$ cat src/dsc_pkg.sv
// Package with register indices, field positions, reset values and types for the config block.
package dsc_pkg;

    // ----------------------------------------------------------------
    // Register indices (control space, byte registers).
    // ----------------------------------------------------------------
    localparam logic [5:0] CTL_CFREQ0 = 6'h01;
    localparam logic [5:0] CTL_CHIP0 = 6'h05;
    localparam logic [5:0] CTL_PERIOD_LO = 6'h09;
    localparam logic [5:0] CTL_PERIOD_HI = 6'h0A;
    localparam logic [5:0] CTL_CODE_TYPE = 6'h0B;
    localparam logic [5:0] CTL_POLY1_0 = 6'h0C;
    localparam logic [5:0] CTL_POLY2_0 = 6'h0F;
    localparam logic [5:0] CTL_GOLD_OFS0 = 6'h12;
    localparam logic [5:0] CTL_SYMRATE0 = 6'h15;
    localparam logic [5:0] CTL_SF_LO = 6'h19;
    localparam logic [5:0] CTL_SF_HI = 6'h1A;
    localparam logic [5:0] CTL_MODE = 6'h1B;
    localparam logic [5:0] CTL_BIAS = 6'h1C;
    localparam logic [5:0] CTL_AGC = 6'h1D;
    localparam logic [5:0] CTL_OUTSEL = 6'h20;
    localparam logic [5:0] CTL_IP3 = 6'h29;
    localparam logic [5:0] CTL_IP0 = 6'h2C;
    localparam int CTL_COUNT = 45;

    // ----------------------------------------------------------------
    // Register indices (status space).
    // ----------------------------------------------------------------
    localparam logic [5:0] STS_HWCHK7 = 6'h07;
    localparam logic [5:0] STS_SRATE0 = 6'h08;
    localparam logic [5:0] STS_AGC_LO = 6'h0C;
    localparam logic [5:0] STS_DECIM_LO = 6'h0E;
    localparam logic [5:0] STS_CARR0 = 6'h10;
    localparam logic [5:0] STS_LOCK = 6'h14;
    localparam logic [5:0] STS_POWER_LO = 6'h15;

    // ----------------------------------------------------------------
    // Field positions and codes.
    // ----------------------------------------------------------------
    localparam int MODE_SPEC_INV = 0;
    localparam int MODE_QPSK = 1;
    localparam int MODE_SYNC_WORD = 5;
    localparam int MODE_AGC_BYPASS = 6;
    localparam int MODE_IF_INPUT = 7;
    localparam int BIAS_ENABLE = 0;
    localparam int OUT_TP_ENABLE = 7;
    localparam logic [2:0] CODE_GOLD = 3'h1;
    localparam logic [2:0] CODE_MLS = 3'h2;
    localparam logic [2:0] CODE_BARKER = 3'h3;
    localparam logic [2:0] CODE_SATNAV = 3'h4;
    localparam logic [4:0] AGC_K_MAX = 5'h0E;
    localparam logic [15:0] PERIOD_MIN = 16'h0003;
    localparam logic [10:0] SF_MIN = 11'h003;
    localparam logic [5:0] SAT_MAX = 6'h25;
    localparam logic [7:0] CTL_RESET_VAL = 8'h00;

    // ----------------------------------------------------------------
    // Configuration and status types.
    // ----------------------------------------------------------------
    typedef struct packed {
        logic [31:0] center_freq;
        logic [31:0] chip_rate;
        logic [15:0] code_period;
        logic [2:0] code_type;
        logic [23:0] poly1;
        logic [23:0] poly2;
        logic [23:0] gold_offset;
        logic [5:0] sat_id;
        logic [31:0] symbol_rate;
        logic [10:0] spread_factor;
        logic spec_inv;
        logic qpsk;
        logic sync_word;
        logic agc_enable;
        logic if_input;
        logic bias_enable;
        logic [4:0] agc_k;
        logic [2:0] out_sel;
        logic tp_enable;
        logic [31:0] ip_addr;
    } dsc_cfg_t;

    typedef struct packed {
        logic [26:0] sample_rate;
        logic [11:0] agc_gain;
        logic [15:0] decim;
        logic [23:0] carrier_ofs;
        logic carrier_lock;
        logic code_lock;
        logic sig_present;
        logic frame_lock;
        logic [15:0] sig_power;
    } dsc_stat_t;

endpackage : dsc_pkg

$ cat src/dsc_regs.sv
// Control and status register bank of the spread-spectrum demodulator.
//
// What this block does
// - Centre frequency, signed 32-bit, LSB first.
// - Chip rate, unsigned 32-bit, LSB first.
// - Code period 3 to 65535 truncates code.
// - Code type: Gold, MLS, Barker, satnav.
// - First polynomial is 24-bit tap mask.
// - Second polynomial applies only to Gold.
// - Gold phase offset, 24 bits, LSB first.
// - Satellite number 1 to 37, satnav only.
// - Spreading factor 11 bits, range 3-2047.
// - Spectrum inversion negates Q input only.
// - Flag selects BPSK or QPSK decoding.
// - Sync word search needs transmitter support.
// - Gain loop enabled at 0, bypassed at 1.
// - IF input mode ignores Q input.
// - Bias removal enable bit.
// - Output select routes demodulated data.
// - Sampling rate reported as 27 bits.
// - Carrier offset reported signed 24-bit.
// - Lock flags in bits 0 to 3.
// - Test points driven only when enabled.
// - Reading check byte snapshots multi-byte status.
`timescale 1ns/1ps
module dsc_regs
    import dsc_pkg::*;
#(
    parameter int TP_WIDTH = 10,
    parameter logic [7:0] HW_CHECK_VAL = 8'h5A // Arbitrary value.
) (
    input wire logic clk_i,
    input wire logic resetn_i,
    input wire logic ce_i,
    input wire logic [5:0] addr_i,
    input wire logic sts_sel_i,
    input wire logic wr_i,
    input wire logic rd_i,
    input wire logic [7:0] wdata_i,
    output logic [7:0] rdata_o,
    output logic apply_o,
    output dsc_cfg_t cfg_o,
    input wire dsc_stat_t stat_i,
    input wire logic chip_tick_i,
    output logic agc_update_o,
    input wire logic signed [11:0] q_in_i,
    output logic signed [11:0] q_cond_o,
    input wire logic [TP_WIDTH-1:0] tp_i,
    output logic [TP_WIDTH-1:0] tp_o,
    output logic [TP_WIDTH-1:0] tp_oe_n_o
);

    // ----------------------------------------------------------------
    // Elaboration checks.
    // ----------------------------------------------------------------
    if (TP_WIDTH < 1 || TP_WIDTH > 32) begin : g_chk
        $error("TP_WIDTH out of range");
    end

    // ----------------------------------------------------------------
    // State.
    // ----------------------------------------------------------------
    typedef struct packed {
        logic [CTL_COUNT-1:0][7:0] ctl;
        dsc_cfg_t active;
        dsc_stat_t snap;
        logic [7:0] rdata;
        logic apply;
        logic [13:0] agc_cnt;
        logic agc_update;
        logic signed [11:0] q_cond;
        logic [TP_WIDTH-1:0] tp;
    } dsc_state_t;

    dsc_state_t st;
    dsc_state_t next_st;
    dsc_cfg_t staged;

    // Gather the byte registers into the staged configuration.
    always_comb begin
        staged = '0;
        staged.center_freq = {st.ctl[CTL_CFREQ0+3], st.ctl[CTL_CFREQ0+2],
                              st.ctl[CTL_CFREQ0+1], st.ctl[CTL_CFREQ0]};
        staged.chip_rate = {st.ctl[CTL_CHIP0+3], st.ctl[CTL_CHIP0+2],
                            st.ctl[CTL_CHIP0+1], st.ctl[CTL_CHIP0]};
        staged.code_period = {st.ctl[CTL_PERIOD_HI], st.ctl[CTL_PERIOD_LO]};
        if (staged.code_period < PERIOD_MIN) begin
            staged.code_period = PERIOD_MIN;
        end
        staged.code_type = st.ctl[CTL_CODE_TYPE][2:0];
        staged.poly1 = {st.ctl[CTL_POLY1_0+2], st.ctl[CTL_POLY1_0+1],
                        st.ctl[CTL_POLY1_0]};
        // Second polynomial and the phase offset matter only for Gold codes.
        if (staged.code_type == CODE_GOLD) begin
            staged.poly2 = {st.ctl[CTL_POLY2_0+2], st.ctl[CTL_POLY2_0+1],
                            st.ctl[CTL_POLY2_0]};
            staged.gold_offset = {st.ctl[CTL_GOLD_OFS0+2], st.ctl[CTL_GOLD_OFS0+1],
                                  st.ctl[CTL_GOLD_OFS0]};
        end
        // Satellite number is used only for satnav codes and only when in range.
        if (staged.code_type == CODE_SATNAV && st.ctl[CTL_GOLD_OFS0][5:0] != 6'h00
                && st.ctl[CTL_GOLD_OFS0][5:0] <= SAT_MAX) begin
            staged.sat_id = st.ctl[CTL_GOLD_OFS0][5:0];
        end
        staged.symbol_rate = {st.ctl[CTL_SYMRATE0+3], st.ctl[CTL_SYMRATE0+2],
                              st.ctl[CTL_SYMRATE0+1], st.ctl[CTL_SYMRATE0]};
        staged.spread_factor = {st.ctl[CTL_SF_HI][2:0], st.ctl[CTL_SF_LO]};
        if (staged.spread_factor < SF_MIN) begin
            staged.spread_factor = SF_MIN;
        end
        staged.spec_inv = st.ctl[CTL_MODE][MODE_SPEC_INV];
        staged.qpsk = st.ctl[CTL_MODE][MODE_QPSK];
        staged.sync_word = st.ctl[CTL_MODE][MODE_SYNC_WORD];
        staged.agc_enable = ~st.ctl[CTL_MODE][MODE_AGC_BYPASS];
        staged.if_input = st.ctl[CTL_MODE][MODE_IF_INPUT];
        staged.bias_enable = st.ctl[CTL_BIAS][BIAS_ENABLE];
        staged.agc_k = st.ctl[CTL_AGC][4:0];
        if (staged.agc_k > AGC_K_MAX) begin
            staged.agc_k = AGC_K_MAX;
        end
        staged.out_sel = st.ctl[CTL_OUTSEL][2:0];
        staged.tp_enable = st.ctl[CTL_OUTSEL][OUT_TP_ENABLE];
        staged.ip_addr = {st.ctl[CTL_IP3], st.ctl[CTL_IP3+1],
                          st.ctl[CTL_IP3+2], st.ctl[CTL_IP0]};
    end

    // ----------------------------------------------------------------
    // Next-state logic.
    // ----------------------------------------------------------------
    always_comb begin
        next_st = st;
        next_st.apply = 1'b0;
        next_st.agc_update = 1'b0;
        // Register writes; the last IP byte commits the staged settings.
        if (wr_i && !sts_sel_i && addr_i != 6'h00 && int'(addr_i) < CTL_COUNT) begin
            next_st.ctl[addr_i] = wdata_i;
            if (addr_i == CTL_IP0) begin
                next_st.apply = 1'b1;
            end
        end
        if (st.apply) begin
            next_st.active = staged;
        end
        // Reading the check byte captures all multi-byte status at once.
        if (rd_i && sts_sel_i && addr_i == STS_HWCHK7) begin
            next_st.snap = stat_i;
        end
        // Read data is registered one cycle after the strobe.
        if (rd_i) begin
            next_st.rdata = rd_mux(addr_i, sts_sel_i);
        end
        // Gain update strobe every 2^k chips.
        if (chip_tick_i) begin
            next_st.agc_cnt = st.agc_cnt + 14'h0001;
            if ((st.agc_cnt & agc_mask(st.active.agc_k)) == 14'h0000) begin
                next_st.agc_update = st.active.agc_enable;
            end
        end
        // Q input conditioning: ignored in IF mode, negated under inversion.
        if (st.active.if_input) begin
            next_st.q_cond = 12'sh000;
        end else if (st.active.spec_inv) begin
            next_st.q_cond = -q_in_i;
        end else begin
            next_st.q_cond = q_in_i;
        end
        // Test point data is registered; it clears one cycle after the pins begin to float.
        next_st.tp = st.active.tp_enable ? tp_i : '0;
    end

    // Mask of counter bits that must be zero for an update at exponent k.
    function automatic logic [13:0] agc_mask(input logic [4:0] k);
        logic [13:0] m;
        m = 14'h0000;
        for (int i = 0; i < 14; i++) begin
            if (i < int'(k)) begin
                m[i] = 1'b1;
            end
        end
        return m;
    endfunction : agc_mask

    // Read multiplexer over control space and status space (snapshot values, live lock flags).
    function automatic logic [7:0] rd_mux(input logic [5:0] a, input logic s);
        logic [7:0] d;
        int o;
        d = 8'h00;
        o = int'(a);
        if (!s) begin
            if (a != 6'h00 && o < CTL_COUNT) begin
                d = st.ctl[a];
            end
        end else begin
            case (a)
                STS_HWCHK7: d = HW_CHECK_VAL;
                STS_SRATE0: d = st.snap.sample_rate[7:0];
                STS_SRATE0 + 6'h01: d = st.snap.sample_rate[15:8];
                STS_SRATE0 + 6'h02: d = st.snap.sample_rate[23:16];
                STS_SRATE0 + 6'h03: d = {5'h00, st.snap.sample_rate[26:24]};
                STS_AGC_LO: d = st.snap.agc_gain[7:0];
                STS_AGC_LO + 6'h01: d = {4'h0, st.snap.agc_gain[11:8]};
                STS_DECIM_LO: d = st.snap.decim[7:0];
                STS_DECIM_LO + 6'h01: d = st.snap.decim[15:8];
                STS_CARR0: d = st.snap.carrier_ofs[7:0];
                STS_CARR0 + 6'h01: d = st.snap.carrier_ofs[15:8];
                STS_CARR0 + 6'h02: d = st.snap.carrier_ofs[23:16];
                STS_LOCK: d = {4'h0, stat_i.frame_lock, stat_i.sig_present,
                               stat_i.code_lock, stat_i.carrier_lock};
                STS_POWER_LO: d = st.snap.sig_power[7:0];
                STS_POWER_LO + 6'h01: d = st.snap.sig_power[15:8];
                default: d = 8'h00;
            endcase
        end
        return d;
    endfunction : rd_mux

    // ----------------------------------------------------------------
    // State register with clock enable.
    // ----------------------------------------------------------------
    always_ff @(posedge clk_i or negedge resetn_i) begin
        if (!resetn_i) begin
            st <= '0;
        end else if (ce_i) begin
            st <= next_st;
        end
    end

    // ----------------------------------------------------------------
    // Outputs.
    // ----------------------------------------------------------------
    assign rdata_o = st.rdata;
    assign apply_o = st.apply;
    assign cfg_o = st.active;
    assign agc_update_o = st.agc_update;
    assign q_cond_o = st.q_cond;
    // Test points drive only when enabled; low enable means driving.
    assign tp_o = st.tp;
    assign tp_oe_n_o = st.active.tp_enable ? '0 : '1;

endmodule : dsc_regs

$ cat config.mk
export PLATFORM = sky130hd
export DESIGN_NAME = dsc_regs
export DESIGN_NICKNAME = d
export VERILOG_FILES = /design/src/dsc_pkg.sv /design/src/dsc_regs.sv
export SDC_FILE = /design/constraint.sdc
export NUM_CORES = 1
export LEC_CHECK = 0
export ABC_AREA = 1
export BUFFER_PORTS_ARGS = -buffer_cell sky130_fd_sc_hd__buf_2
export CAP_MARGIN = 0
export CORE_MARGIN = 1.5
export CORE_UTILIZATION = 40
export DETAILED_ROUTE_END_ITERATION = 8
export REMOVE_ABC_BUFFERS = 1
export SETUP_SLACK_MARGIN = 0.3
export SYNTH_ARGS = -nofsm -noshare
export SYNTH_HDL_FRONTEND = slang
export SYNTH_SLANG_ARGS = --single-unit
$ cat constraint.sdc
create_clock -name clk_i -period 2 [get_ports clk_i]
set_input_delay 0.4 -clock clk_i [delete_from_list [all_inputs] [get_ports clk_i]]
set_output_delay 0.4 -clock clk_i [all_outputs]
set_load 0.01 [all_outputs]
==> out/results.tsv, run 1 <==
metric	value	unit
status	finished clean	
rows	108	
core-area	86900	sq um
finalHoldViolCount	0	
clkLatencyLatePin	0.64	ns
htree_levels	3	
min_from	stat_i[97]	
place_congestion	0.917	
synth_edf_count	0	
postPlaceCellArea	38400	sq um
worst_hold_path.num_cells	2	
viasPerCell	5.03	
synth-seq-cells	752	
endpoint_kind	primary output	
switching_share	0.243	
numCtsBuffers	84	
p_comb_frac	0.076	
ir_worst_vdd	610	uV
holdPathEnd	st[143]	
cts_tree	built	
rsz0062_at_grt	true	
drc_errors	0	
initial_core_util	0.405	
dp_cells	5622	
crit_required	1.60	ns
layout.cells.non_filler	5880	
fp.dieW	299	microns
route.vias.total	29600	
leakage	22.8	nW
async_reset_ff_frac	1.00	
wire_per_inst	19.8	microns
tightest_slew	0.521	ns
fmax	0.588	GHz
p_per_area	822	nW/um^2
relSlewSlack	0.652	
worstSetupStartpointType	flop	
ys.flop_type	dfrtp_1	
synth.most_common_cell	nand2_1	
maxCapViolCount	0	
finalCriticalPeriod	1.70	ns
yosys.cell_types.count	35	
antenna_found_initial	5	
crit_arrival	1.30	ns
grt_pass1_vias	28400	
ys_top_cells_by_count	nand2_1, dfrtp_1, o21ai_0, buf_4, clkbuf_1	
synth_top_area_frac	0.535	
grt_pass1_wl	176	mm
ant_nets	0	
grt_max_degree	90	
report.final.slew_viol_count	0	
r2r_slack	0.32	ns
nets	4805	
syn_area_per_cell	8.17	sq um
crit_path_max_fanout	2	
place_hpwl	81.1	mm
finalSetupViolCount	0	
intPower	26.5	mW
timing.final.crit_share	0.850	
clk_path_buf_depth	3	
io_buffers	434	
drt-total-wl	116	mm
path_clk_slew	0.06	ns
die_h	299	microns
io_pins	435	
grtUsageTotal	0.255	
pwr-share-clk	0.465	
switching_power	8.51	mW
final_cell_area	42600	sq um
timing.rr.end	rdata_o[2]	
power_frac_seq	0.460	
reg2reg_from	st[470]	
firstDrtPassIters	5	
ys_top_cells_by_area	dfrtp_1, nand2_1, o21ai_0	
yosysSeqAreaShare	0.535	
hold_ws	0.0214	ns
postSynthCellCount	4301	
die_area	89700	sq um
path_class	flop to primary output	
layout-drive-gt1-share	0.215	
synthToLayoutAreaGrowth	21.3	%
synth_top_cell_by_area	dfrtp_1	
ys_warn_count	0	
r2r_cells	10	
cts_root_buf	clkbuf_16	
first_iter_violations	2631	
syn_area	35200	sq um
clock_sink_count	752	
hp-class	primary input to flop	
overflow	0	
fin_skew	0.0191	ns
-- layout make-up --
cell class                      instances  area, sq um
Fill cell                            8358        44200
Sequential cell                       752        18800
Multi-Input combinational cell       2884        12900
Timing Repair Buffer                  794         5990
Clock buffer                          120         2490
Tap cell                             1155         1450
Inverter                              145          559
Clock inverter                         29          423
Antenna cell                            1         2.50
-- critical path: stages (launching register included) --
cell	delay [ns]
dfrtp_1	0.41
buf_6	0.14
buf_6	0.11
-- registers in the layout, indices dropped and copies added, names as in the netlist --
name,flops
st,469
cfg_o,251
q_cond_o,12
tp_o,10
rdata_o,8
agc_update_o,1
apply_o,1
-- stage by stage --
stage | total power [mW] | utilization | TNS [ns] | setup WS (ns)
6_report | 35.1 | 0.491 | 0 | 0.300
5_1_grt | 36.3 | 0.491 | 0 | 0.229
4_1_cts | 35.3 | 0.487 | 0 | 0.231
3_5_place_dp | 18.8 | 0.442 | -62.85 | -0.647
3_3_place_gp | 18.8 | 0.442 | -48.54 | -0.622
2_1_floorplan | 17.2 | - | -2275.63 | -6.21
-- metal layers --
metal / vias up / part of all wire / GRT usage
met3: 168 / 0.070 / 0.0480
met4: 8 / 0.024 / 0.0712
met1: 14300 / 0.43 / 0.348
met2: 1041 / 0.47 / 0.414
li1: 14000 / - / -
met5: - / 0.00041 / 0
-- how the worst max path moves through the flow --
stage / start / endpoint / slack [ns] / cells after the start
5_1_grt: st[502] / rdata_o[2] / 0.23 / 10
3_5_place_dp: addr_i[1] / rdata_o[4] / -0.65 / 12
2_1_floorplan: apply_o / cfg_o[36] / -6.21 / 4
4_1_cts: st[440] / rdata_o[4] / 0.23 / 11
6_report: cfg_o[32] / cfg_o[32] / 0.30 / 2
3_3_place_gp: addr_i[0] / rdata_o[1] / -0.62 / 12
-- kinds of logic (layout without fill, tap and decap cells) --
group | after synthesis | after routing | share of synthesized area
AND/OR/NAND/NOR | 2212 | 2212 | 0.245
AO/OA/AOI/OAI | 560 | 560 | 0.0811
XOR/XNOR | 15 | 15 | 0.00374
flip-flops | 752 | 752 | 0.535
adder cells (fa/ha/maj) | 2 | 2 | 0.000712
other | 0 | 1 | 0
buffers and inverters | 665 | 1088 | 0.103
multiplexers | 95 | 95 | 0.0304
-- cells in the final DEF (no fill, tap or decap), types with 4 or more instances in the layout --
| master | Yosys | final |
|---|---|---|
| nor2_2 | 2 | 8 |
| dfrtp_1 | 752 | 745 |
| o31ai_1 | 6 | 6 |
| nand3_2 | 0 | 8 |
| xnor2_1 | 6 | 6 |
| nand2_1 | 1917 | 1897 |
| dlygate4sd3_1 | 0 | 93 |
| nand4_1 | 12 | 12 |
| nor3_1 | 9 | 8 |
| mux2_2 | 95 | 95 |
| o21ai_1 | 8 | 20 |
| buf_4 | 291 | 197 |
| buf_12 | 0 | 59 |
| o21ai_0 | 511 | 490 |
| clkinv_4 | 0 | 4 |
| clkbuf_1 | 178 | 14 |
| a21oi_1 | 23 | 23 |
| buf_8 | 1 | 4 |
| clkinv_2 | 0 | 9 |
| o21ai_4 | 0 | 4 |
| clkbuf_16 | 0 | 89 |
| nor4_1 | 6 | 6 |
| nor2_1 | 140 | 132 |
| inv_4 | 0 | 4 |
| buf_6 | 0 | 7 |
| bufinv_16 | 0 | 9 |
| nand2_4 | 11 | 12 |
| nand2_2 | 0 | 19 |
| clkbuf_8 | 0 | 19 |
| dfrtp_2 | 0 | 7 |
| nand3_1 | 107 | 98 |
| a31oi_1 | 6 | 6 |
| xor2_1 | 9 | 9 |
| o21ai_2 | 0 | 5 |
| inv_2 | 5 | 8 |
| inv_1 | 139 | 131 |
| buf_2 | 31 | 430 |
-- power by group through the flow --
stage	clock [mW]	sequential [mW]	combinational, mW
floorplan	0	16.3	0.912
global placement	0	16.4	2.40
detailed placement	0	16.4	2.43
CTS	16.6	16.1	2.61
global route	17.2	16.1	2.93
finish	16.3	16.1	2.66
-- timing repair --
item / CTS / global route
endpoints found under the setup margin: 25 / 147
gates resized for setup: 33 / 68
pin swaps: 2 / 23
hold endpoints to repair: 126 / 0
hold buffers: 93 / 0
setup buffers: 3 / 10
gates cloned: 0 / 2
No activity file was read; power rests on OpenSTA's default activity.
==> inputs of run 2 (changes only) <==
--- a/config.mk
+++ b/config.mk
@@ -8,3 +8,3 @@
 export ABC_AREA = 1
-export BUFFER_PORTS_ARGS = -buffer_cell sky130_fd_sc_hd__buf_2
+export BUFFER_PORTS_ARGS = -buffer_cell sky130_fd_sc_hd__clkbuf_2
 export CAP_MARGIN = 0
==> constraint.sdc (replaced) <==
create_clock -name clk_i -period 2 [get_ports clk_i]
set_input_delay 0.1 -clock clk_i [delete_from_list [all_inputs] [get_ports clk_i]]
set_output_delay 0.1 -clock clk_i [all_outputs]
set_load 0.01 [all_outputs]
==> run 2 against run 1 <==
  * Combinational power fell by 2%
  * Via count down 0.83%
  * Setup slack improved by 0.0099 ns
  * Maximum frequency increased by 0.59%
  * Register-to-register slack improved by 0.02 ns
  * Design area decreased by 1.6%
  * First-iteration DRC count fell by 0.53%
  * Sequential cell count did not move
  * Die area unchanged
  * Clock skew rose by 0.0051 ns
  * Largest power group is now registers
  * Highest routed layer unchanged
==> out/results.tsv, run 2 (synthesized netlist as in run 1, its figures left out) <==
metric	value	unit	change
status	finished clean		unchanged
tightest_slew	0.741	ns	was 0.521 ns
crit_path_frequent_cell	nand2_1		was buf_6
firstDrtPassIters	6		was 5
leakage	22.1	nW	was 22.8 nW
grt_max_degree	105		was 90
slowest_stage	dlygate4sd3_1		was dfrtp_1
rsz0062_at_grt	true		unchanged
p_comb_frac	0.075		was 0.076
setup_slack	0.310	ns	was 0.300 ns
cts_tree	built		unchanged
layout_commonest_cell	nand2_1		unchanged
cts_root_buf	clkbuf_16		unchanged
route.vias.total	29300		was 29,600
first_iter_violations	2617		was 2,631
grt_pass1_vias	28700		was 28,400
finalCriticalPeriod	1.69	ns	was 1.70 ns
reg2reg_from	st[24]		was st[470]
final_cell_area	42000	sq um	was 42,600 sq um
endpoint_kind	flop		was primary output
largest_reg_flops	469		unchanged
r2r_cells	9		was 10
drc_errors	0		unchanged
switching_power	8.59	mW	was 8.51 mW
crit_chain	dlygate4sd3_1, clkbuf_2, buf_6, nand2_1, inv_1, nand2_4, nor3_1, nand2_1, buf_4, nand2_1, o21ai_0		was buf_6, buf_6
nets	4763		was 4,805
io_buffers	434		unchanged
maxCapViolCount	0		unchanged
antenna_found_initial	6		was 5
timing.final.crit_share	0.845		was 0.850
initial_core_util	0.405		unchanged
io_pins	435		unchanged
die_area	89700	sq um	unchanged
numCtsBuffers	85		was 84
crit_path_max_fanout	16		was 2
p_per_area	832	nW/um^2	was 822 nW/um^2
place_congestion	0.936		was 0.917
r2r_slack	0.34	ns	was 0.32 ns
finalHoldViolCount	0		unchanged
critPathLaunch	ce_i		was cfg_o[32]
dp_slack	-0.369	ns	was -0.647 ns
power_frac_seq	0.462		was 0.460
clk_path_buf_depth	3		unchanged
ir_worst_vdd	741	uV	was 610 uV
rows	108		unchanged
report.final.slew_viol_count	0		unchanged
most-common-layout-cells	nand2_1, dfrtp_1, o21ai_0		unchanged
worstSetupStartpointType	primary input		was flop
hp-class	primary input to flop		unchanged
clock_sink_count	752		unchanged
relSlewSlack	0.506		was 0.652
wire_per_inst	19.8	microns	about the same
fp.dieW	299	microns	unchanged
timing.rr.end	st[35]		was rdata_o[2]
grtUsageTotal	0.256		was 0.255
fin_skew	0.0242	ns	was 0.0191 ns
crit_arrival	2.19	ns	was 1.30 ns
pwr-share-clk	0.463		was 0.465
fmax	0.592	GHz	was 0.588 GHz
final_util	0.483		was 0.491
crit_required	2.50	ns	was 1.60 ns
ant_nets	0		unchanged
regMostFlops	st		unchanged
clkLatencyLatePin	0.65	ns	was 0.64 ns
core-area	86900	sq um	unchanged
fillers	8403		was 8,358
die_h	299	microns	unchanged
switching_share	0.246		was 0.243
endpoint	st[439]		was cfg_o[32]
dp_cells	5547		was 5,622
place_hpwl	80.5	mm	was 81.1 mm
layout.cells.non_filler	5843		was 5,880
intPower	26.3	mW	was 26.5 mW
path_class	primary input to flop		was flop to primary output
htree_levels	3		unchanged
grt_pass1_wl	176	mm	about the same
layout-drive-gt1-share	0.196		was 0.215
path_clk_slew	0.06	ns	about the same
drt-total-wl	116	mm	about the same
slowest_delay	0.54	ns	was 0.41 ns
overflow	0		unchanged
finalSetupViolCount	0		unchanged
synthToLayoutAreaGrowth	19.4	%	was 21.3%
viasPerCell	5.02		was 5.03
postPlaceCellArea	37600	sq um	was 38,400 sq um
==> run 2: cell count changes in the layout (fill, tap and decap cells not counted), moves of 8 or more <==
cell / previous run / this run
clkbuf_2: 0 / 431
dlygate4sd3_1: 93 / 134
inv_1: 131 / 122
clkinv_2: 9 / 17
buf_12: 59 / 39
buf_4: 197 / 143
buf_2: 430 / 0
==> run 2: repair_timing <==
item | CTS | global route
endpoints found under the setup margin | 7 | 126
pin swaps | 0 | 9
resized for setup | 10 | 47
hold buffers | 134 | 1
buffers inserted | 0 | 6
endpoints found under the hold margin | 877 | 19
==> run 2: worst max-delay path: cells and delay by family <==
family                 cells  cell delay [ns]
buffers and inverters      5             1.23
AO/OA/AOI/OAI              1             0.07
AND/OR/NAND/NOR            5             0.78
==> run 2: routing by layer <==
metal | track usage | vias to the layer above | routed length [microns]
met5 | 0 | - | 80
met4 | 0.0951 | 12 | 3990
met3 | 0.0544 | 221 | 8800
met2 | 0.406 | 1123 | 53100
met1 | 0.346 | 14000 | 49700
li1 | - | 13900 | -
==> run 2: metrics by stage <==
| stage | TNS, ns | total power, mW | hold slack [ns] |
|---|---|---|---|
| 2_1_floorplan | -2138.83 | 17.2 | -0.196 |
| 3_3_place_gp | -2.06 | 18.7 | 0.0000654 |
| 3_5_place_dp | -2.13 | 18.7 | -0.00623 |
| 4_1_cts | 0 | 35.1 | 0.0164 |
| 5_1_grt | 0 | 36.1 | 0.0512 |
| 6_report | 0 | 34.9 | 0.0465 |
==> run 2: final cells by class <==
class,count,area [sq um],share of cell area
clock buffer,125,2550,0.0608
inverter,145,552,0.0131
clock inverter,30,338,0.00805
tap,1155,1450,0.0344
multi-input combinational,2884,12900,0.306
antenna,1,2.50,0.0000596
timing repair buffer,751,5400,0.129
sequential,752,18800,0.448
==> run 2: worst min path at each step <==
stage,start,to,slack [ns],cells after the start
after floorplan,resetn_i,agc_update_o,-0.20,0
after detailed placement,resetn_i,q_cond_o[10],-0.006,1
after global placement,resetn_i,q_cond_o[10],0.00007,1
after CTS,sts_sel_i,rdata_o[6],0.02,4
final,wdata_i[7],st[563],0.05,4
after global routing,wdata_i[7],st[563],0.05,4
==> run 2: power groups by stage <==
stage / Sequential [mW] / Clock, mW / Combinational, mW
2_1_floorplan: 16.3 / 0 / 0.912
3_3_place_gp: 16.4 / 0 / 2.30
3_5_place_dp: 16.4 / 0 / 2.33
4_1_cts: 16.1 / 16.4 / 2.53
5_1_grt: 16.2 / 17.1 / 2.91
6_report: 16.1 / 16.1 / 2.62
